--- src/common/rsbtc_pkg.sv ---
package rsbtc_pkg;

	// bus and strap widths
	localparam int ADDR_W  = 8;
	localparam int DATA_W  = 32;
	localparam int STRAP_W = 8;
	localparam int REQ_W   = 4;
	localparam int CNT_W   = 5;
	localparam int SYNC_W  = STRAP_W + 2;

	// strap bit positions in the low data byte
	localparam int STRAP_DLY_LO = 3;
	localparam int STRAP_DLY_HI = 4;
	localparam int STRAP_FAST   = 5;
	localparam int STRAP_EARLY  = 6;
	localparam int STRAP_INH    = 7;

	// floating pins read as ones
	localparam logic [STRAP_W-1:0] STRAP_RESET = 8'hFF;

	// control request vector positions
	localparam int REQ_ASTB = 0;
	localparam int REQ_FAIL = 1;
	localparam int REQ_HALT = 2;
	localparam int REQ_LREQ = 3;

	// one bus clock is two aclk cycles (one per half-clock)
	localparam int CLK_PERIOD_NS = 10;
	localparam int CLK_HALVES    = 2;
	localparam int STARTUP_CLKS  = 6;
	localparam int IDLE_CLKS     = 8;
	localparam int LATE_SAVE_CLKS = 7;
	localparam logic [CNT_W-1:0] STARTUP_CYC =
		CNT_W'(STARTUP_CLKS * CLK_HALVES - 1);
	localparam logic [CNT_W-1:0] IDLE_CYC =
		CNT_W'(IDLE_CLKS * CLK_HALVES - 1);

	// extra decision delay in half-clocks, indexed by {d4,d3}
	localparam logic [1:0] DLY_HALF [4] = '{2'h3, 2'h2, 2'h1, 2'h0};

	// register map
	localparam logic [ADDR_W-1:0] REG_STRAPS = 8'h00;
	localparam logic [ADDR_W-1:0] REG_STATUS = 8'h04;
	localparam logic [ADDR_W-1:0] REG_CTRL   = 8'h08;
	localparam int CTRL_STROBE_EN = 0;
	localparam int CTRL_GRANT_EN  = 1;
	localparam logic [1:0] CTRL_RESET = 2'h3;

	localparam logic [1:0] RESP_OKAY   = 2'h0;
	localparam logic [1:0] RESP_SLVERR = 2'h2;

	typedef enum logic [1:0] {
		S_IDLE = 2'h0,
		S_WAIT = 2'h1,
		S_DLY  = 2'h3,
		S_ACT  = 2'h2
	} rsbtc_sched_e;

	typedef enum logic [2:0] {
		E_IDLE  = 3'h0,
		E_ARB   = 3'h1,
		E_START = 3'h3,
		E_RUN   = 3'h2,
		E_DRAIN = 3'h6
	} rsbtc_exc_e;

endpackage

--- src/rsbtc_top.sv ---
// Overview of operation
// - delay strap picks extra half-clocks: 00=3, 01=2, 10=1, 11=0
// - table search strobes normally assert on first falling edge, S1
// - translation strobes assert on falling edge plus configured delay
// - fast-search strap low: searches use the same delayed edge
// - fast-search strap high: searches assert undelayed at S1
// - early startup strap high: exception startup overlaps arbitration
// - early strap low: startup waits for grant ack, six clocks more
// - early mode holds grant out for all eight clocks of the drain
// - inhibit strap high: cache inhibit asserted on own bus cycles
// - straps latched from low data byte as reset releases
// - data bus disable active while reset is asserted
// - delay shifts address strobe, bus error, halt, request out
`timescale 1ns/1ns
module rsbtc_top
	import rsbtc_pkg::*;
(
	input  wire logic                           aclk,
	input  wire logic                           aresetn,
	input  wire logic [rsbtc_pkg::ADDR_W-1:0]   s_axi_awaddr,
	input  wire logic [2:0]                     s_axi_awprot,
	input  wire logic                           s_axi_awvalid,
	output logic                                s_axi_awready,
	input  wire logic [rsbtc_pkg::DATA_W-1:0]   s_axi_wdata,
	input  wire logic [3:0]                     s_axi_wstrb,
	input  wire logic                           s_axi_wvalid,
	output logic                                s_axi_wready,
	output logic      [1:0]                     s_axi_bresp,
	output logic                                s_axi_bvalid,
	input  wire logic                           s_axi_bready,
	input  wire logic [rsbtc_pkg::ADDR_W-1:0]   s_axi_araddr,
	input  wire logic [2:0]                     s_axi_arprot,
	input  wire logic                           s_axi_arvalid,
	output logic                                s_axi_arready,
	output logic      [rsbtc_pkg::DATA_W-1:0]   s_axi_rdata,
	output logic      [1:0]                     s_axi_rresp,
	output logic                                s_axi_rvalid,
	input  wire logic                           s_axi_rready,
	input  wire logic [rsbtc_pkg::STRAP_W-1:0]  data_in,
	output logic                                data_bus_disable,
	input  wire logic                           cycle_start,
	input  wire logic                           cycle_search,
	input  wire logic                           cycle_own,
	input  wire logic                           cycle_end,
	input  wire logic [rsbtc_pkg::REQ_W-1:0]    ctrl_req,
	input  wire logic                           exc_detect,
	input  wire logic                           service_done,
	input  wire logic                           logical_request_in,
	input  wire logic                           logical_grant_in,
	output logic                                phys_addr_strobe,
	output logic                                bus_error,
	output logic                                halt_out,
	output logic                                logical_request_out,
	output logic                                cache_inhibit_out,
	output logic                                logical_grant_out,
	output logic                                logical_grant_ack,
	output logic                                exc_ready
);
	import rsbtc_pkg::*;

	logic [SYNC_W-1:0]  sync_q;
	logic [STRAP_W-1:0] data_s;
	logic               req_in_s;
	logic               grant_in_s;

	rsbtc_sync2 #(.W(SYNC_W)) u_sync (
		.aclk (aclk),
		.d    ({logical_grant_in, logical_request_in, data_in}),
		.q    (sync_q)
	);
	assign data_s     = sync_q[STRAP_W-1:0];
	assign req_in_s   = sync_q[STRAP_W];
	assign grant_in_s = sync_q[STRAP_W+1];

	// strap capture
	logic [STRAP_W-1:0] strap_r,  strap_nxt;
	logic               first_r,  first_nxt;
	logic               dbd_r,    dbd_nxt;
	logic [1:0]         dly_code;
	logic               fast_search;
	logic               early_start;
	logic               inh_own;

	always_comb begin
		strap_nxt = strap_r;
		first_nxt = 1'b0;
		dbd_nxt   = 1'b0;
		if (first_r) begin
			strap_nxt = data_s;
		end
		if (!aresetn) begin
			strap_nxt = STRAP_RESET;
			first_nxt = 1'b1;
			dbd_nxt   = 1'b1;
		end
	end

	// straps only load in the first cycle after release
	always_ff @(posedge aclk) begin
		strap_r <= strap_nxt;
		first_r <= first_nxt;
		dbd_r   <= dbd_nxt;
	end

	assign dly_code    = {strap_r[STRAP_DLY_HI], strap_r[STRAP_DLY_LO]};
	assign fast_search = strap_r[STRAP_FAST];
	assign early_start = strap_r[STRAP_EARLY];
	assign inh_own     = strap_r[STRAP_INH];

	// control register
	logic [1:0] ctrl_r;
	logic       strobe_en;
	logic       grant_en;
	assign strobe_en = ctrl_r[CTRL_STROBE_EN];
	assign grant_en  = ctrl_r[CTRL_GRANT_EN];

	// strobe scheduler, one aclk per half-clock
	rsbtc_sched_e     s_st_r,  s_st_nxt;
	logic [1:0]       dly_r,   dly_nxt;
	logic             phase_r, phase_nxt;
	logic             act_r,   act_nxt;
	logic [REQ_W-1:0] stb_r,   stb_nxt;
	logic             inh_r,   inh_nxt;

	always_comb begin
		s_st_nxt  = s_st_r;
		dly_nxt   = dly_r;
		phase_nxt = ~phase_r;
		act_nxt   = act_r;
		unique case (s_st_r)
			S_IDLE: begin
				if (cycle_start) begin
					s_st_nxt = S_WAIT;
					act_nxt  = 1'b1;
					if (cycle_search && fast_search) begin
						dly_nxt = 2'h0;
					end else begin
						dly_nxt = DLY_HALF[dly_code];
					end
				end
			end
			S_WAIT: begin
				// falling edge of S1
				if (phase_r) begin
					if (dly_r == 2'h0) begin
						s_st_nxt = S_ACT;
					end else begin
						s_st_nxt = S_DLY;
						dly_nxt  = dly_r - 2'h1;
					end
				end
			end
			S_DLY: begin
				if (dly_r == 2'h0) begin
					s_st_nxt = S_ACT;
				end else begin
					dly_nxt = dly_r - 2'h1;
				end
			end
			S_ACT: begin
				s_st_nxt = S_ACT;
			end
		endcase
		if (cycle_end && s_st_r != S_IDLE) begin
			s_st_nxt = S_IDLE;
			act_nxt  = 1'b0;
		end
		stb_nxt = '0;
		if (s_st_nxt == S_ACT && strobe_en) begin
			stb_nxt = ctrl_req;
		end
		inh_nxt = act_nxt && cycle_own && inh_own;
		if (!aresetn) begin
			s_st_nxt  = S_IDLE;
			dly_nxt   = 2'h0;
			phase_nxt = 1'b0;
			act_nxt   = 1'b0;
			stb_nxt   = '0;
			inh_nxt   = 1'b0;
		end
	end

	always_ff @(posedge aclk) begin
		s_st_r  <= s_st_nxt;
		dly_r   <= dly_nxt;
		phase_r <= phase_nxt;
		act_r   <= act_nxt;
		stb_r   <= stb_nxt;
		inh_r   <= inh_nxt;
	end

	// exception hardware and logical bus arbitration
	rsbtc_exc_e       e_st_r,  e_st_nxt;
	logic [CNT_W-1:0] e_cnt_r, e_cnt_nxt;
	logic             own_r,   own_nxt;
	logic             rdy_r,   rdy_nxt;
	logic             gnt_r,   gnt_nxt;
	logic             lreq_r,  lreq_nxt;
	logic             arb_req;

	always_comb begin
		e_st_nxt  = e_st_r;
		e_cnt_nxt = e_cnt_r;
		rdy_nxt   = 1'b0;
		arb_req   = (e_st_r == E_ARB) ||
			(e_st_r == E_START && early_start && !own_r);
		own_nxt   = own_r || (arb_req && grant_in_s);
		unique case (e_st_r)
			E_IDLE: begin
				if (exc_detect) begin
					if (early_start) begin
						e_st_nxt  = E_START;
						e_cnt_nxt = STARTUP_CYC;
					end else begin
						e_st_nxt = E_ARB;
					end
				end
			end
			E_ARB: begin
				if (grant_in_s) begin
					if (early_start) begin
						e_st_nxt = E_RUN;
						rdy_nxt  = 1'b1;
					end else begin
						e_st_nxt  = E_START;
						e_cnt_nxt = STARTUP_CYC;
					end
				end
			end
			E_START: begin
				if (e_cnt_r == '0) begin
					if (own_nxt) begin
						e_st_nxt = E_RUN;
						rdy_nxt  = 1'b1;
					end else begin
						e_st_nxt = E_ARB;
					end
				end else begin
					e_cnt_nxt = e_cnt_r - CNT_W'(1);
				end
			end
			E_RUN: begin
				if (service_done) begin
					e_st_nxt  = E_DRAIN;
					e_cnt_nxt = IDLE_CYC;
					own_nxt   = 1'b0;
				end
			end
			E_DRAIN: begin
				if (e_cnt_r == '0) begin
					e_st_nxt = E_IDLE;
				end else begin
					e_cnt_nxt = e_cnt_r - CNT_W'(1);
				end
			end
			default: begin
				e_st_nxt = E_IDLE;
				own_nxt  = 1'b0;
			end
		endcase
		// grant pass-through waits for idle only in early mode
		gnt_nxt = grant_en && req_in_s && grant_in_s && !own_r &&
			!arb_req && (!early_start || e_st_r == E_IDLE);
		lreq_nxt = stb_nxt[REQ_LREQ] || arb_req ||
			(req_in_s && !own_r);
		if (!aresetn) begin
			e_st_nxt  = E_IDLE;
			e_cnt_nxt = '0;
			own_nxt   = 1'b0;
			rdy_nxt   = 1'b0;
			gnt_nxt   = 1'b0;
			lreq_nxt  = 1'b0;
		end
	end

	always_ff @(posedge aclk) begin
		e_st_r  <= e_st_nxt;
		e_cnt_r <= e_cnt_nxt;
		own_r   <= own_nxt;
		rdy_r   <= rdy_nxt;
		gnt_r   <= gnt_nxt;
		lreq_r  <= lreq_nxt;
	end

	// axi4-lite slave
	logic              awr_r,   awr_nxt;
	logic              bv_r,    bv_nxt;
	logic [1:0]        bresp_r, bresp_nxt;
	logic              arr_r,   arr_nxt;
	logic              rv_r,    rv_nxt;
	logic [1:0]        rresp_r, rresp_nxt;
	logic [DATA_W-1:0] rdata_r, rdata_nxt;
	logic [1:0]        ctrl_nxt;
	logic [DATA_W-1:0] status_w;

	assign status_w = {23'h0, rdy_r, own_r, inh_r, e_st_r,
		s_st_r, first_r};

	always_comb begin
		awr_nxt   = s_axi_awvalid && s_axi_wvalid && !awr_r && !bv_r;
		bv_nxt    = bv_r && !s_axi_bready;
		bresp_nxt = bresp_r;
		ctrl_nxt  = ctrl_r;
		if (awr_r) begin
			bv_nxt    = 1'b1;
			bresp_nxt = RESP_SLVERR;
			if (s_axi_awaddr == REG_CTRL) begin
				bresp_nxt = RESP_OKAY;
				if (s_axi_wstrb[0]) begin
					ctrl_nxt = s_axi_wdata[1:0];
				end
			end
		end
		arr_nxt   = s_axi_arvalid && !arr_r && !rv_r;
		rv_nxt    = rv_r && !s_axi_rready;
		rresp_nxt = rresp_r;
		rdata_nxt = rdata_r;
		if (arr_r) begin
			rv_nxt    = 1'b1;
			rresp_nxt = RESP_OKAY;
			unique case (s_axi_araddr)
				REG_STRAPS: rdata_nxt = {24'h0, strap_r};
				REG_STATUS: rdata_nxt = status_w;
				REG_CTRL:   rdata_nxt = {30'h0, ctrl_r};
				default: begin
					rdata_nxt = '0;
					rresp_nxt = RESP_SLVERR;
				end
			endcase
		end
		if (!aresetn) begin
			awr_nxt   = 1'b0;
			bv_nxt    = 1'b0;
			bresp_nxt = RESP_OKAY;
			ctrl_nxt  = CTRL_RESET;
			arr_nxt   = 1'b0;
			rv_nxt    = 1'b0;
			rresp_nxt = RESP_OKAY;
			rdata_nxt = '0;
		end
	end

	always_ff @(posedge aclk) begin
		awr_r   <= awr_nxt;
		bv_r    <= bv_nxt;
		bresp_r <= bresp_nxt;
		ctrl_r  <= ctrl_nxt;
		arr_r   <= arr_nxt;
		rv_r    <= rv_nxt;
		rresp_r <= rresp_nxt;
		rdata_r <= rdata_nxt;
	end

	assign s_axi_awready       = awr_r;
	assign s_axi_wready        = awr_r;
	assign s_axi_bvalid        = bv_r;
	assign s_axi_bresp         = bresp_r;
	assign s_axi_arready       = arr_r;
	assign s_axi_rvalid        = rv_r;
	assign s_axi_rresp         = rresp_r;
	assign s_axi_rdata         = rdata_r;
	assign data_bus_disable    = dbd_r;
	assign phys_addr_strobe    = stb_r[REQ_ASTB];
	assign bus_error           = stb_r[REQ_FAIL];
	assign halt_out            = stb_r[REQ_HALT];
	assign logical_request_out = lreq_r;
	assign cache_inhibit_out   = inh_r;
	assign logical_grant_out   = gnt_r;
	assign logical_grant_ack   = own_r;
	assign exc_ready           = rdy_r;
endmodule

--- src/rsbtc_sync2.sv ---
`timescale 1ns/1ns
module rsbtc_sync2 #(
	parameter int W = 1
) (
	input  wire logic         aclk,
	input  wire logic [W-1:0] d,
	output logic      [W-1:0] q
);
	logic [W-1:0] meta_r;

	// free-running so straps are tracked while reset is held
	always_ff @(posedge aclk) begin
		meta_r <= d;
		q      <= meta_r;
	end
endmodule

--- config.mk ---
export PLATFORM = sky130hd
export DESIGN_NAME = rsbtc_top
export DESIGN_NICKNAME = d
export VERILOG_FILES = /design/src/common/rsbtc_pkg.sv /design/src/rsbtc_top.sv /design/src/rsbtc_sync2.sv
export SDC_FILE = /design/constraint.sdc
export NUM_CORES = 1
export LEC_CHECK = 0
export BUFFER_PORTS_ARGS = -buffer_cell sky130_fd_sc_hd__clkbuf_2
export CAP_MARGIN = 20
export CELL_PAD_IN_SITES_DETAIL_PLACEMENT = 0
export CELL_PAD_IN_SITES_GLOBAL_PLACEMENT = 1
export CORE_ASPECT_RATIO = 1.1
export CORE_MARGIN = 4
export CORE_UTILIZATION = 30
export CTS_BUF_LIST = sky130_fd_sc_hd__clkbuf_8 sky130_fd_sc_hd__clkbuf_16
export DETAILED_ROUTE_END_ITERATION = 10
export PLACE_DENSITY = 0.76
export RECOVER_POWER = 25
export SLEW_MARGIN = 20
export SYNTH_ARGS = -nofsm -noshare
export SYNTH_HDL_FRONTEND = slang
export SYNTH_SLANG_ARGS = --single-unit
--- constraint.sdc ---
create_clock -name aclk -period 3.86 [get_ports aclk]
set_clock_uncertainty 0.2 [all_clocks]
set_input_delay 0.193 -clock aclk [delete_from_list [all_inputs] [get_ports aclk]]
set_output_delay 0.193 -clock aclk [all_outputs]
set_load 0.05 [all_outputs]
==> impl_metrics.json <==
{
  "netlist-cell-type-count": 51,
  "hold_viol_final": 0,
  "viasPerCell": 4.41,
  "final_cell_mix": "clkbuf_2, dfxtp_1, nand2_1",
  "vdd_drop_max_mv": 0.223,
  "fmax_mhz": 379,
  "stdcell_count": 500,
  "grt_setup_unrepaired": "no",
  "route.top_layer_used": "met4",
  "place_inst": 456,
  "nets": 468,
  "dr_wl_met2_microns": 2880,
  "path_clk_slew_ns": 0.07,
  "wire_per_inst_microns": 12.5,
  "synth-edff-count": 0,
  "powerDensity_nw_per_um2": 513,
  "num_antenna_cells": 0,
  "htree_num_levels": 3,
  "syn_area_sq_um": 2730,
  "setup_viol": 0,
  "drc": 0,
  "hold_ws_ns": 0.0298,
  "asyncSetResetFlopFracSynth_pct": 0,
  "final.period_utilization_pct": 68.3,
  "power_leakage_nw": 1.57,
  "r2r_setup_slack_ns": 1.77,
  "synthToLayoutAreaGrowth_pct": 29.4,
  "start_kind": "input pin",
  "worstMarginPinSlew_ns": 1.12,
  "r2r_start": "e_st_r[1]",
  "grt_pass1_vias": 2048,
  "netlist_instances": 285,
  "critPathRequiredTime_ns": 3.93,
  "fin_tns_setup_ns": 0,
  "synth_warnings": 0,
  "setup.worst_path.end_class": "flop",
  "die_area_sq_um": 10700,
  "utilization_pct": 39.8,
  "io_pins": 135,
  "p_int_mw": 1.17,
  "grt_max_degree": 25,
  "coreArea_sq_um": 8870,
  "syn_area_per_cell_sq_um": 9.58,
  "fp.dieW_microns": 99.0,
  "relSlewSlack_pct": 25.5,
  "cts_resized": 0,
  "dp_hpwl_microns": 4560,
  "ys_seq_area_share_pct": 49.9,
  "wirelength_met1_microns": 2870,
  "first_iter_violations": 93,
  "clockBufferDepth": 2,
  "critPathMaxFanout": 24,
  "r2r_end": "e_cnt_r[1]",
  "track_usage_pct": 11.8,
  "clockPowerShare_pct": 28.4,
  "worstSetupStartpoint": "aresetn",
  "setup.worst_path.end": "logical_request_out",
  "post-route-min-period_ns": 2.64,
  "routed_wl_microns": 6240,
  "maxSlewViolCount": 0,
  "dpl_cell_area_sq_um": 3080,
  "power.total_mw": 1.81,
  "port_buffers": 70,
  "crit_type": "input pin to flop",
  "crit_arrival_ns": 2.71,
  "p_sw_mw": 0.639,
  "drtAntennaViolNets": 0,
  "cts.sinks": 68,
  "worst_slack_ns": 1.22,
  "start_util_pct": 30.8,
  "clk-insertion-delay-late_ns": 0.34,
  "status": "finished, final reports clean",
  "cts_tree": "yes",
  "final_common_cell": "clkbuf_2",
  "hp-class": "input pin to flop",
  "place_congestion": 0.773,
  "synthFlopType": "dfxtp_1",
  "firstDrtPassIters": 4,
  "cts_setup_buffers": 0,
  "antenna_found_initial": 0,
  "ctsHoldBuffers": 28,
  "vias": 2203,
  "drive_gt1_share_pct": 23.6,
  "grt_pass1_wl_microns": 10100,
  "reg2reg_depth": 4,
  "rows": 36,
  "numCtsBuffers": 9,
  "seq_power_share_pct": 47.3,
  "synth_seq_cells": 68,
  "comb_power_share_pct": 24.3,
  "cts_root_buffer": "clkbuf_8",
  "wl_met3_microns": 416,
  "gr-total-overflow": 0,
  "pre_cts_ws_ns": 1.42,
  "die_y_microns": 108,
  "max-cap-violations": 0,
  "design_area_sq_um": 3530,
  "swShare_pct": 35.2
}
-- critical path: stages --
cell	delay [ns]
clkbuf_1	0.80
clkinv_1	0.62
buf_4	0.34
nor3_1	0.23
o2111a_1	0.32
a22o_1	0.20
-- power groups by stage --
stage	registers [mW]	logic, mW	clock network (mW)
2_1_floorplan	0.861	0.353	0
3_3_place_gp	0.872	0.414	0
3_5_place_dp	0.873	0.420	0
4_1_cts	0.858	0.442	0.533
5_1_grt	0.872	0.492	0.562
6_report	0.859	0.440	0.515
-- worst min-delay path by stage --
| stage | end | slack, ns | startpoint | depth (start not counted) |
|---|---|---|---|---|
| 2_1_floorplan | u_sync.meta_r[0] | 0.02 | data_in[0] | 0 |
| 3_3_place_gp | u_sync.meta_r[3] | 0.1 | data_in[3] | 1 |
| 3_5_place_dp | u_sync.meta_r[1] | 0.1 | data_in[1] | 1 |
| 4_1_cts | logical_grant_ack | 0.02 | service_done | 3 |
| 5_1_grt | logical_grant_ack | 0.07 | service_done | 3 |
| 6_report | logical_grant_ack | 0.03 | service_done | 3 |
-- final cells by class --
| type | instances | area (sq um) |
|---|---|---|
| clock inverters | 7 | 52.6 |
| well taps | 114 | 143 |
| multi-input cells | 192 | 1170 |
| repair buffers | 99 | 637 |
| flip-flops and latches | 68 | 1360 |
| clock buffers | 9 | 124 |
| fillers | 922 | 5340 |
| inverters | 11 | 41.3 |
-- metal layers --
layer	track usage, %	vias to the layer above
met5	0	-
met4	4.10	0
met3	3.55	10
met2	19.2	72
met1	14.8	991
li1	-	1130
-- synth_stat cells (4+ instances only) --
cell	instances	area [sq um]
nand3_1	8	40.0
and2_1	4	25.0
nor3_1	4	20.0
inv_1	10	37.5
buf_4	26	195
clkbuf_1	7	26.3
nand2_1	29	109
a21oi_1	12	60.1
nand2b_1	7	43.8
o21ai_0	14	70.1
dfxtp_1	68	1360
nor2_1	15	56.3
mux2i_1	24	240
-- registers in the layout, summed over array words and instances (netlist names), 3 cells and up --
signal,count
e_st_r,3
u_sync.meta_r,10
s_axi_rdata,9
strap_r,8
stb_r,3
u_sync.q,10
e_cnt_r,5
-- cell families after synthesis --
logic type      Yosys count  share of synthesized area, %
fa+ha+maj                 2                         0.916
mux                      25                          9.21
simple gates             87                          16.6
buf+inv                  49                          10.4
other cells               1                         0.137
compound gates           51                          12.1
flops                    68                          49.9
xor+xnor                  2                         0.642
Power figures use the tool's default switching activity.
